<file path="src/hw/pfc_pwm_pkg.sv">
package pfc_pwm_pkg;

	// ----------------------------------------
	// register indices, byte address is index times four
	// ----------------------------------------
	localparam logic [9:0] IDX_FREQ  = 10'h003;
	localparam logic [9:0] IDX_TMIN  = 10'h004;
	localparam logic [9:0] IDX_DEAD  = 10'h005;
	localparam logic [9:0] IDX_SHD   = 10'h006;
	localparam logic [9:0] IDX_STATE = 10'h051;
	localparam logic [9:0] IDX_RUN   = 10'h052;
	localparam logic [9:0] IDX_ISTAT = 10'h060;
	localparam logic [9:0] IDX_IMASK = 10'h061;

	// ----------------------------------------
	// reset values and limits
	// ----------------------------------------
	localparam logic [15:0] FREQ_RST = 16'h1770;
	localparam logic [15:0] ZERO_RST = 16'h0000;
	localparam logic [15:0] SHD_MAX  = 16'h03C0;
	localparam logic [15:0] OFS_TICKS = 16'h0400;
	localparam logic [15:0] PERIOD_SAT = 16'hFFFF;
	// 96 MHz / (2 * 100 Hz per step)
	localparam logic [19:0] PERIOD_NUM = 20'h75300;
	localparam logic [4:0]  DIV_STEPS  = 5'h14;

	// ----------------------------------------
	// count base: 96 MHz steps from the 125 MHz clock
	// ----------------------------------------
	localparam int CLK_HZ  = 125_000_000;
	localparam int BASE_HZ = 96_000_000;
	localparam logic [7:0] TICK_ADD = 8'(BASE_HZ / 1_000_000);
	localparam logic [7:0] TICK_MOD = 8'(CLK_HZ / 1_000_000);

	typedef enum logic [2:0] {
		ST_POWER_ON, ST_STOP, ST_OFFSET, ST_RUN, ST_FAULT
	} seq_t;

	typedef struct packed {
		logic running;
		logic fault;
	} evt_t;

	function automatic logic [15:0] state_code(input seq_t s);
		case (s)
			ST_STOP:   state_code = 16'h0001;
			ST_OFFSET: state_code = 16'h0002;
			ST_RUN:    state_code = 16'h0004;
			ST_FAULT:  state_code = 16'h0005;
			default:   state_code = 16'h0000;
		endcase
	endfunction

endpackage

</file>
<file path="src/hw/power_factor_pwm_sequencer.sv">
// Implementation choice: the APB interface to the registers.
`timescale 1ns/1ns
module power_factor_pwm_sequencer
	import pfc_pwm_pkg::*;
(
	input  wire logic        pclk,
	input  wire logic        presetn,
	input  wire logic        psel,
	input  wire logic        penable,
	input  wire logic        pwrite,
	input  wire logic [11:0] paddr,
	input  wire logic [31:0] pwdata,
	output logic      [31:0] prdata,
	output logic             pready,
	output logic             pslverr,
	input  wire logic [15:0] duty_cmd,
	input  wire logic        fault_in,
	output logic             gate_pwm,
	output logic             adc_trigger,
	output logic             irq
);

	// ----------------------------------------
	// apb slave
	// ----------------------------------------
	logic [15:0] freq_reg, tmin_reg, dead_reg, shd_reg;
	logic        run_reg;
	evt_t        stat_reg, mask_reg, evt_next;
	seq_t        state_reg;
	logic [31:0] rd_data;
	logic        rd_err;
	logic        wr_en;
	logic [9:0]  idx;

	assign idx   = paddr[11:2];
	assign wr_en = psel & penable & pready & pwrite;

	// read decode; misaligned or unmapped answers with pslverr
	always_comb begin
		rd_data = '0;
		rd_err  = 1'b0;
		if (paddr[1:0] != 2'b00) begin
			rd_err = 1'b1;
		end else if (idx == IDX_FREQ) begin
			rd_data[15:0] = freq_reg;
		end else if (idx == IDX_TMIN) begin
			rd_data[15:0] = tmin_reg;
		end else if (idx == IDX_DEAD) begin
			rd_data[15:0] = dead_reg;
		end else if (idx == IDX_SHD) begin
			rd_data[15:0] = shd_reg;
		end else if (idx == IDX_STATE) begin
			rd_data[15:0] = state_code(state_reg);
		end else if (idx == IDX_RUN) begin
			rd_data[0] = run_reg;
		end else if (idx == IDX_ISTAT) begin
			rd_data[1:0] = stat_reg;
		end else if (idx == IDX_IMASK) begin
			rd_data[1:0] = mask_reg;
		end else begin
			rd_err = 1'b1;
		end
	end

	// one wait state: pready rises in the second access cycle
	always_ff @(posedge pclk or negedge presetn) begin
		if (!presetn) begin
			pready  <= 1'b0;
			pslverr <= 1'b0;
			prdata  <= '0;
		end else begin
			pready  <= psel & penable & ~pready;
			pslverr <= psel & penable & ~pready & rd_err;
			if (psel & penable & ~pready & ~pwrite) begin
				prdata <= rd_data;
			end
		end
	end

	// writable settings; dead time is stored only, never used
	always_ff @(posedge pclk or negedge presetn) begin
		if (!presetn) begin
			freq_reg <= FREQ_RST;
			tmin_reg <= ZERO_RST;
			dead_reg <= ZERO_RST;
			shd_reg  <= ZERO_RST;
			run_reg  <= 1'b0;
			mask_reg <= '0;
		end else if (wr_en && paddr[1:0] == 2'b00) begin
			if (idx == IDX_FREQ) freq_reg <= pwdata[15:0];
			if (idx == IDX_TMIN) tmin_reg <= pwdata[15:0];
			if (idx == IDX_DEAD) dead_reg <= pwdata[15:0];
			if (idx == IDX_SHD) shd_reg <= pwdata[15:0];
			if (idx == IDX_RUN) run_reg <= pwdata[0];
			if (idx == IDX_IMASK) mask_reg <= pwdata[1:0];
		end
	end

	// ----------------------------------------
	// interrupts
	// ----------------------------------------
	// sticky status, write one to clear; a new event beats the clear
	always_ff @(posedge pclk or negedge presetn) begin
		if (!presetn) begin
			stat_reg <= '0;
			irq      <= 1'b0;
		end else begin
			if (wr_en && idx == IDX_ISTAT && paddr[1:0] == 2'b00) begin
				stat_reg <= (stat_reg & ~evt_t'(pwdata[1:0])) | evt_next;
			end else begin
				stat_reg <= stat_reg | evt_next;
			end
			irq <= |(stat_reg & mask_reg);
		end
	end

	// ----------------------------------------
	// fault pin synchroniser and 96 MHz step enable
	// ----------------------------------------
	logic [2:0] fsync_reg;
	logic       fault_lvl_reg;
	logic [7:0] acc_reg, acc_next;
	logic       tick_reg;

	// a change counts only once the second and third stages agree
	always_ff @(posedge pclk or negedge presetn) begin
		if (!presetn) begin
			fsync_reg     <= '0;
			fault_lvl_reg <= 1'b0;
		end else begin
			fsync_reg <= {fsync_reg[1:0], fault_in};
			if (fsync_reg[1] == fsync_reg[2]) fault_lvl_reg <= fsync_reg[2];
		end
	end

	// fractional divider: 96 steps every 125 clocks, jitter one clock
	assign acc_next = acc_reg + TICK_ADD;
	always_ff @(posedge pclk or negedge presetn) begin
		if (!presetn) begin
			acc_reg  <= '0;
			tick_reg <= 1'b0;
		end else if (acc_next >= TICK_MOD) begin
			acc_reg  <= acc_next - TICK_MOD;
			tick_reg <= 1'b1;
		end else begin
			acc_reg  <= acc_next;
			tick_reg <= 1'b0;
		end
	end

	// ----------------------------------------
	// period divider: PERIOD_NUM / setting, serial restoring
	// ----------------------------------------
	logic [15:0] period_reg, den_reg, last_freq_reg;
	logic [19:0] rem_reg, quo_reg, shifted;
	logic [4:0]  dcnt_reg;
	logic        busy_reg, div_done;

	assign shifted  = {rem_reg[18:0], quo_reg[19]};
	assign div_done = busy_reg && dcnt_reg == 5'h00;

	// restarts whenever the setting differs from the last one divided
	always_ff @(posedge pclk or negedge presetn) begin
		if (!presetn) begin
			period_reg    <= PERIOD_SAT;
			den_reg       <= '0;
			last_freq_reg <= '0;
			rem_reg       <= '0;
			quo_reg       <= '0;
			dcnt_reg      <= '0;
			busy_reg      <= 1'b0;
		end else if (div_done) begin
			busy_reg   <= 1'b0;
			period_reg <= (quo_reg > 20'(PERIOD_SAT)) ? PERIOD_SAT : quo_reg[15:0];
		end else if (busy_reg) begin
			dcnt_reg <= dcnt_reg - 5'h01;
			if (shifted >= 20'(den_reg)) begin
				rem_reg <= shifted - 20'(den_reg);
				quo_reg <= {quo_reg[18:0], 1'b1};
			end else begin
				rem_reg <= shifted;
				quo_reg <= {quo_reg[18:0], 1'b0};
			end
		end else if (freq_reg != last_freq_reg || period_reg == PERIOD_SAT) begin
			busy_reg      <= 1'b1;
			last_freq_reg <= freq_reg;
			den_reg       <= freq_reg;
			rem_reg       <= '0;
			quo_reg       <= PERIOD_NUM;
			dcnt_reg      <= DIV_STEPS;
		end
	end

	// ----------------------------------------
	// sequencer
	// ----------------------------------------
	logic [15:0] ofs_cnt_reg;

	always_ff @(posedge pclk or negedge presetn) begin
		if (!presetn) begin
			state_reg   <= ST_POWER_ON;
			ofs_cnt_reg <= '0;
		end else begin
			case (state_reg)
				ST_POWER_ON: state_reg <= ST_STOP;
				ST_STOP: begin
					ofs_cnt_reg <= '0;
					if (run_reg) state_reg <= ST_OFFSET;
				end
				ST_OFFSET: begin
					if (fault_lvl_reg) begin
						state_reg <= ST_FAULT;
					end else if (!run_reg) begin
						state_reg <= ST_STOP;
					end else if (tick_reg) begin
						ofs_cnt_reg <= ofs_cnt_reg + 16'h0001;
						if (ofs_cnt_reg == OFS_TICKS - 16'h0001) state_reg <= ST_RUN;
					end
				end
				ST_RUN: begin
					if (fault_lvl_reg) state_reg <= ST_FAULT;
					else if (!run_reg) state_reg <= ST_STOP;
				end
				default: begin
					if (!run_reg) state_reg <= ST_STOP;
				end
			endcase
		end
	end

	// events fire on entry to running and to fault
	always_comb begin
		evt_next         = '0;
		evt_next.running = state_reg == ST_OFFSET && run_reg && !fault_lvl_reg
			&& tick_reg && ofs_cnt_reg == OFS_TICKS - 16'h0001;
		evt_next.fault   = (state_reg == ST_OFFSET || state_reg == ST_RUN)
			&& fault_lvl_reg;
	end

	// ----------------------------------------
	// center-aligned pwm with minimum off time
	// ----------------------------------------
	logic [15:0] cnt_reg, cmp_reg, moff, cmp_lim, duty_lim;
	logic        up_reg, gate_d_reg, run_on;

	assign run_on   = state_reg == ST_RUN;
	assign moff     = (tmin_reg > period_reg) ? period_reg : tmin_reg;
	assign cmp_lim  = period_reg - moff;
	assign duty_lim = (duty_cmd > cmp_lim) ? cmp_lim : duty_cmd;

	// compare reloads only at the valley while running, so the off time around the peak is never cut short
	always_ff @(posedge pclk or negedge presetn) begin
		if (!presetn) begin
			cnt_reg <= '0;
			cmp_reg <= '0;
			up_reg  <= 1'b1;
		end else if (!run_on) begin
			cnt_reg <= '0;
			up_reg  <= 1'b1;
			cmp_reg <= duty_lim;
		end else if (tick_reg) begin
			if (up_reg) begin
				if (cnt_reg >= period_reg) begin
					up_reg  <= 1'b0;
					cnt_reg <= cnt_reg - 16'h0001;
				end else begin
					cnt_reg <= cnt_reg + 16'h0001;
				end
			end else if (cnt_reg == 16'h0000) begin
				up_reg  <= 1'b1;
				cnt_reg <= 16'h0001;
				cmp_reg <= duty_lim;
			end else begin
				cnt_reg <= cnt_reg - 16'h0001;
			end
		end
	end

	always_ff @(posedge pclk or negedge presetn) begin
		if (!presetn) begin
			gate_pwm   <= 1'b0;
			gate_d_reg <= 1'b0;
		end else begin
			gate_pwm   <= run_on && cnt_reg < cmp_reg;
			gate_d_reg <= gate_pwm;
		end
	end

	// ----------------------------------------
	// adc sample trigger after each gate edge that the next edge does not overtake
	// ----------------------------------------
	logic [15:0] dly_cnt_reg, shd_eff;
	logic        dly_act_reg;

	assign shd_eff = (shd_reg > SHD_MAX) ? SHD_MAX : shd_reg;

	// a new edge restarts the wait; delays longer than the time to the next edge drop one
	always_ff @(posedge pclk or negedge presetn) begin
		if (!presetn) begin
			dly_cnt_reg <= '0;
			dly_act_reg <= 1'b0;
			adc_trigger <= 1'b0;
		end else begin
			adc_trigger <= 1'b0;
			if (gate_pwm != gate_d_reg) begin
				dly_cnt_reg <= '0;
				dly_act_reg <= 1'b1;
			end else if (dly_act_reg) begin
				if (dly_cnt_reg >= shd_eff) begin
					adc_trigger <= 1'b1;
					dly_act_reg <= 1'b0;
				end else if (tick_reg) begin
					dly_cnt_reg <= dly_cnt_reg + 16'h0001;
				end
			end
		end
	end

	logic [19:0] exp_period;
	assign exp_period = (last_freq_reg == 16'h0000) ? 20'(PERIOD_SAT)
		: PERIOD_NUM / 20'(last_freq_reg);
endmodule

</file>
<file path="config.mk">
export PLATFORM = sky130hd
export DESIGN_NAME = power_factor_pwm_sequencer
export DESIGN_NICKNAME = d
export VERILOG_FILES = /design/src/hw/pfc_pwm_pkg.sv /design/src/hw/power_factor_pwm_sequencer.sv
export SDC_FILE = /design/constraint.sdc
export NUM_CORES = 1
export LEC_CHECK = 0
export BUFFER_PORTS_ARGS = -buffer_cell sky130_fd_sc_hd__buf_2
export CELL_PAD_IN_SITES_DETAIL_PLACEMENT = 2
export CELL_PAD_IN_SITES_GLOBAL_PLACEMENT = 2
export CORE_MARGIN = 4
export CORE_UTILIZATION = 39
export CTS_BUF_LIST = sky130_fd_sc_hd__clkbuf_8 sky130_fd_sc_hd__clkbuf_16
export CTS_CLUSTER_DIAMETER = 30
export CTS_CLUSTER_SIZE = 28
export DETAILED_ROUTE_END_ITERATION = 16
export GPL_TIMING_DRIVEN = 0
export PLACE_DENSITY_LB_ADDON = 0.1
export REMOVE_ABC_BUFFERS = 1
export SLEW_MARGIN = 20
export SYNTH_ARGS = -nofsm -noshare
export SYNTH_HDL_FRONTEND = slang
export SYNTH_SLANG_ARGS = --single-unit
</file>
<file path="constraint.sdc">
create_clock -name pclk -period 8.2 [get_ports pclk]
set_input_delay 0.41 -clock pclk [delete_from_list [all_inputs] [get_ports pclk]]
set_output_delay 0.41 -clock pclk [all_outputs]
set_load 0.03 [all_outputs]
</file>
## Word level (Yosys, flattened, before mapping)

Index checks and enable logic that the tools add are counted.

| storage, ports and cells | value |
|---|---|
| output and inout port bits | 37 |
| word-level logic and storage cells | 203 |
| input port bits | 66 |
| register bits | 250 |

| cells by class | value |
|---|---|
| bitwise operators | 15 |
| $add $sub $neg | 9 |
| equal/unequal tests | 27 |
| magnitude comparators | 9 |
| reductions and logical operators | 35 |
| mux-type cells | 75 |

Operator list:

| cell | count |
|---|---|
| 16-bit two-way mux | 25 |
| 19-bit two-way mux | 3 |
| 16-bit by 1-bit adder with 16-bit output (second input constant) | 3 |
| 10-bit by 7-bit equality test with 1-bit output (second input constant) | 4 |
| 20-bit two-way mux | 2 |
| 16-bit >= comparator | 2 |
| 16-bit greater-than comparator | 2 |
| 16-bit case mux with 2 select lines | 1 |
| 10-bit by 3-bit equality test with 1-bit output (second input constant) | 3 |
| 1-bit two-way mux | 27 |
| 3-bit case mux with 4 select lines | 2 |
| 3-bit two-way mux | 7 |
| 20-bit by 16-bit >= comparator with 1-bit output | 1 |
| 20-bit by 16-bit greater-than comparator with 1-bit output (second input constant) | 1 |
| 19-bit by 16-bit subtractor with 19-bit output | 1 |
| 16-bit by 10-bit equality test with 1-bit output (second input constant) | 1 |
| 16-bit equality test (second input constant) | 1 |
| 16-bit by 10-bit greater-than comparator with 1-bit output (second input constant) | 1 |
| 16-bit logical NOT | 1 |
| 16-bit less-than comparator | 1 |
| 16-bit inequality test | 1 |
| 16-bit by 1-bit subtractor with 16-bit output (second input constant) | 1 |
| 16-bit subtractor | 1 |
| 14-bit two-way mux | 1 |
| other kinds (32) | 77 |

## Depth between registers and ports, before layout

| depth | value |
|---|---|
| depth in word-level cells | 11 |
| mapped depth | 30 |
| depth with buffers taken out | 28 |

## Worst setup path after synthesis

No wires, ideal clock.

| timing path | value |
|---|---|
| path type | reg-to-reg |
| start point | reg period_reg[1] |
| end point | reg cmp_reg[4] |
| period minus slack after synthesis | 5842 ps |
| arrival time | 5760 ps |
| buffers on the path | 2 |
| required time | 8118 ps |
| cell stages (with the launch flop) | 28 |
| slack | 2358 ps |
| library setup time | 82 ps |
| path through | dfstp_2 -> inv_1 -> ha_1 -> nor2b_1 -> o31ai_1 -> a21oi_1 -> a31oi_1 -> o21a_1 -> nor2_1 -> clkbuf_1 -> o21ai_0 -> ha_1 -> fa_1 -> nor2b_1 -> o21a_1 -> o21ai_0 -> a21oi_1 -> a21oi_1 -> o311a_1 -> ha_1 -> and4_1 -> nand3_1 -> o21bai_1 -> o211ai_1 -> nand2_1 -> clkbuf_1 -> or2_2 -> a31oi_1 |

| on the way | value |
|---|---|
| longest elaborated chain between the ends | 9 |

RTL lines:

| item | RTL line | text |
|---|---|---|
| start: declaration | power_factor_pwm_sequencer.sv:154 | `logic [15:0] period_reg, den_reg, last_freq_reg;` |
| start signal: assignment | power_factor_pwm_sequencer.sv:174 | `period_reg <= (quo_reg > 20'(PERIOD_SAT)) ? PERIOD_SAT : quo_reg[15:0];` |
| 16-bit greater-than comparator | power_factor_pwm_sequencer.sv:247 | `assign moff = (tmin_reg > period_reg) ? period_reg : tmin_reg;` |
| 16-bit two-way mux | power_factor_pwm_sequencer.sv:247 |  |
| 16-bit subtractor * | power_factor_pwm_sequencer.sv:248 | `assign cmp_lim = period_reg - moff;` |
| 16-bit greater-than comparator | power_factor_pwm_sequencer.sv:249 | `assign duty_lim = (duty_cmd > cmp_lim) ? cmp_lim : duty_cmd;` |
| 16-bit two-way mux * | power_factor_pwm_sequencer.sv:249 |  |
| 16-bit two-way mux | power_factor_pwm_sequencer.sv:269 | `end else if (cnt_reg == 16'h0000) begin` |
| 16-bit two-way mux | power_factor_pwm_sequencer.sv:262 | `if (up_reg) begin` |
| 16-bit two-way mux | power_factor_pwm_sequencer.sv:261 | `end else if (tick_reg) begin` |
| 16-bit two-way mux * | power_factor_pwm_sequencer.sv:257 | `end else if (!run_on) begin` |
| end signal: assignment | power_factor_pwm_sequencer.sv:260 | `cmp_reg <= duty_lim;` |
| end signal: assignment | power_factor_pwm_sequencer.sv:272 | `cmp_reg <= duty_lim;` |
| end: declaration | power_factor_pwm_sequencer.sv:243 | `logic [15:0] cnt_reg, cmp_reg, moff, cmp_lim, duty_lim;` |

Every way passes the cells marked *; elsewhere a longest branch is shown, timed or not. The select of a mux whose other input is x is not followed.
A chain may end at the register's enable or synchronous reset.

## Worst setup path after layout

| timing path | value |
|---|---|
| start point | reg period_reg[11] |
| end point | reg cmp_reg[3] |

Same word-level chain as after synthesis.

==> impl_metrics.json <==
{
  "drt-pass1-iter-count": 5,
  "areaGrowthSynthToFinish_pct": 24.84,
  "dp_hpwl_um": 35850,
  "grt_start_max_net_pins": 83,
  "outcome": "complete, no violations",
  "synthCells": 1611,
  "critPathMaxFanout": 23,
  "cts_tree": "done",
  "ys_seq_area_share_pct": 40.97,
  "fin_crit_sh_pct": 85.92,
  "power_w": 0.006496,
  "place.port_buffers": 70,
  "placementRows": 72,
  "finalMaxSlewViolations": 0,
  "synth-simple-area-share_pct": 16.13,
  "synth-xor-area-share_pct": 3.882,
  "synth_ff_type": "dfrtp_1",
  "endpoint": "cmp_reg[3]$_DFFE_PN0P_",
  "track_usage_pct": 26.69,
  "dp_slack_ns": 1.403,
  "syn_avg_cell_area_um2": 9.524,
  "max_stage_delay_ns": 0.59,
  "wire_per_inst_um": 24.92,
  "netSwitchingFraction_pct": 33.91,
  "min_period_ns": 7.046,
  "setup_ws_ns": 1.154,
  "endpoint_kind": "flip-flop",
  "whs_ns": 0.08272,
  "peakVddDrop_mv": 0.1792,
  "hold_class": "in2reg",
  "power.internal_w": 0.004294,
  "path_class": "reg2reg",
  "die-area_um2": 42580,
  "grt_overflow": 0,
  "leakage_nw": 8.890,
  "finalSetupViolations": 0,
  "synth_edf_count": 0,
  "h-tree-depth": 3,
  "path_common_cell": "ha_1",
  "timing.fmax_mhz": 141.9,
  "reg2reg_to": "cmp_reg[3]$_DFFE_PN0P_",
  "post_route_cells_drive_above_1_share_pct": 18.94,
  "worstPathRequired_ns": 8.72,
  "synthesis.area_um2": 15340,
  "synthMuxAreaShare_pct": 8.473,
  "post_cts_resized": 0,
  "numCtsBuffers": 78,
  "r2r_cells": 25,
  "grt_pass1_vias": 15160,
  "r2r_slack_ns": 1.15,
  "power-per-cell-area_nw_per_um2": 339.2,
  "postRouteAntennaNets": 0,
  "num_vias": 13340,
  "finClkSkew_ns": 0.03213,
  "stdcell_area_um2": 19150,
  "switchingPower_w": 0.002203,
  "drt-initial-drc-count": 653,
  "grt_pass1_wl_um": 88520,
  "synth_top_family_by_area": "simple AND/OR/NAND/NOR gates",
  "clock_latency_ns": 0.62,
  "pwr-share-clk_pct": 48.9,
  "setup_tns_ns": 0,
  "yosys.area_share.adder_pct": 10.19,
  "drc": 0,
  "seqPwrFrac_pct": 24.0,
  "clkTransAtPathRegs_ns": 0.05,
  "p_comb_share_pct": 27.1,
  "routabilityCongestion": 0.8145,
  "core_um2": 38740,
  "start_util_pct": 39.61,
  "vias_per_cell": 5.789,
  "yosysWarnings": 0,
  "root_buffer": "clkbuf_16",
  "rsz0062_at_grt": "no",
  "cts_setup_buffers": 0,
  "hold_viol": 0,
  "ios": 103,
  "ys_types": 75,
  "largest_register_ffs": 20,
  "die_y_um": 206.4,
  "async_flop_share_pct": 100.0,
  "r2r-start": "period_reg[11]$_DFFE_PN1P_",
  "cap_viol_max_count": 0,
  "cp.depth": 25,
  "nFillCells": 3992,
  "critPathLaunchType": "flip-flop",
  "ys_seq_elements": 250,
  "synth_compound_area_share_pct": 15.70,
  "clockBufferDepth": 3,
  "drt-total-wl_um": 57420,
  "antenna_found_initial": 1,
  "slowest_stage": "dfstp_2",
  "crit_buf_inv": 2,
  "placed_cell_area_um2": 16320,
  "tightest_slew_ns": 1.028,
  "max_slew_margin_pct": 31.49,
  "nets": 1908,
  "worst_path_dominant_cell_family": "compound AO/OA/AOI/OAI gates",
  "critPathLaunch": "period_reg[11]$_DFFE_PN1P_",
  "cts_num_sinks": 250,
  "worstPathArrival_ns": 7.56,
  "die_w_um": 206.4
}
synthesized netlist by cell type, types with 12 or more instances:
master    number  area share (%)
mux2_2        71             5.2
xor2_1        32             1.8
nand3_1       44             1.4
or3_1         20            0.82
a21oi_1       82             2.7
or4_1         13            0.64
o21ai_0      113             3.7
nor2_1        87             2.1
clkbuf_1      55             1.3
o21a_1        15            0.73
nor2b_1       24            0.98
a22oi_1       18            0.88
nor3_1        38             1.2
xnor2_1       36             2.1
nor4_1        16            0.65
nand4_1       27             1.1
a22o_1        12            0.68
nand2b_1      16            0.65
dfrtp_1      226              37
and3_1        16            0.65
mux2i_1       50             3.3
dfstp_2       24             4.1
ha_1         121             9.9
nand2_1      157             3.8
a21o_1        27             1.3
a31oi_1       21            0.86
inv_1         91             2.2
buf_4         17            0.83
cell usage in the layout, fill, tap and decap left out, drive strengths merged, types with 10 or more instances in the layout:
cell and count:
a211oi 10, a21o 27, a21oi 82, a22o 12, a22oi 18, a31oi 21
and3 16, buf 82, bufinv 11, clkbuf 91, clkinv 25, conb 22
dfrtp 226, dfstp 24, ha 121, inv 105, mux2 71, mux2i 50
nand2 157, nand2b 16, nand3 44, nand4 27, nor2 87, nor2b 24
nor3 39, nor4 16, o21a 15, o21ai 115, o21bai 10, o31ai 10
or3 20, or4 14, xnor2 36, xor2 32
power groups by stage:
stage	clock network, W	registers [W]	logic, W
6_report	0.00318	0.00156	0.00176
5_1_grt	0.00331	0.00157	0.00200
4_1_cts	0.00321	0.00155	0.00176
3_5_place_dp	0	0.00155	0.00168
3_3_place_gp	0	0.00155	0.00158
2_1_floorplan	0	0.00150	0.00118
cells by family after synthesis:
logic type	count (synthesis)
compound gates	379
buf+inv	169
fa+ha+maj	124
simple gates	498
xor+xnor	68
flops	250
mux	121
other cells	2
how the worst min path moves through the flow:
stage	depth (start not counted)	to	slack, ns	from
2_1_floorplan	0	acc_reg[0]$_DFFE_PN0N_	0.11	presetn
3_3_place_gp	0	fsync_reg[1]$_DFF_PN0_	0.33	fsync_reg[0]$_DFF_PN0_
3_5_place_dp	0	fsync_reg[1]$_DFF_PN0_	0.34	fsync_reg[0]$_DFF_PN0_
4_1_cts	2	shd_reg[11]$_DFFE_PN0P_	0.05	pwdata[11]
5_1_grt	2	pslverr$_DFF_PN0_	0.08	paddr[0]
6_report	2	shd_reg[11]$_DFFE_PN0P_	0.08	pwdata[11]
stage by stage:
stage | util (%) | std cells
after floorplan | - | 1555
after global placement | 41.46 | 2143
after detailed placement | 42.14 | 2154
after CTS | 49.40 | 2302
after global routing | 49.45 | 2304
final | 49.45 | 2304
what timing repair did:
action,4_1_cts,5_1_grt
hold endpoints to repair,49,0
hold buffers,2,0
setup endpoints to repair,0,0
per-layer routing:
| metal | global-route usage (%) | wire length, um | vias to the layer above |
|---|---|---|---|
| li1 | - | - | 6021 |
| met1 | 33.22 | 24800 | 6922 |
| met2 | 46.18 | 28690 | 280 |
| met3 | 4.911 | 2211 | 114 |
| met4 | 9.981 | 1709 | 0 |
| met5 | 0 | 0 | - |
layout make-up:
class                           instances  area [um2]  area share, %
Sequential cell                       250        6286          32.82
Clock inverter                         55       660.6          3.449
Tap cell                              518       648.1          3.384
Antenna cell                            1       2.502        0.01306
Multi-Input combinational cell       1212        8493          44.34
Clock buffer                           91        2131          11.12
Timing Repair Buffer                   84       584.3          3.050
Inverter                               93       349.1          1.822
Power figures use the tool's default switching activity.
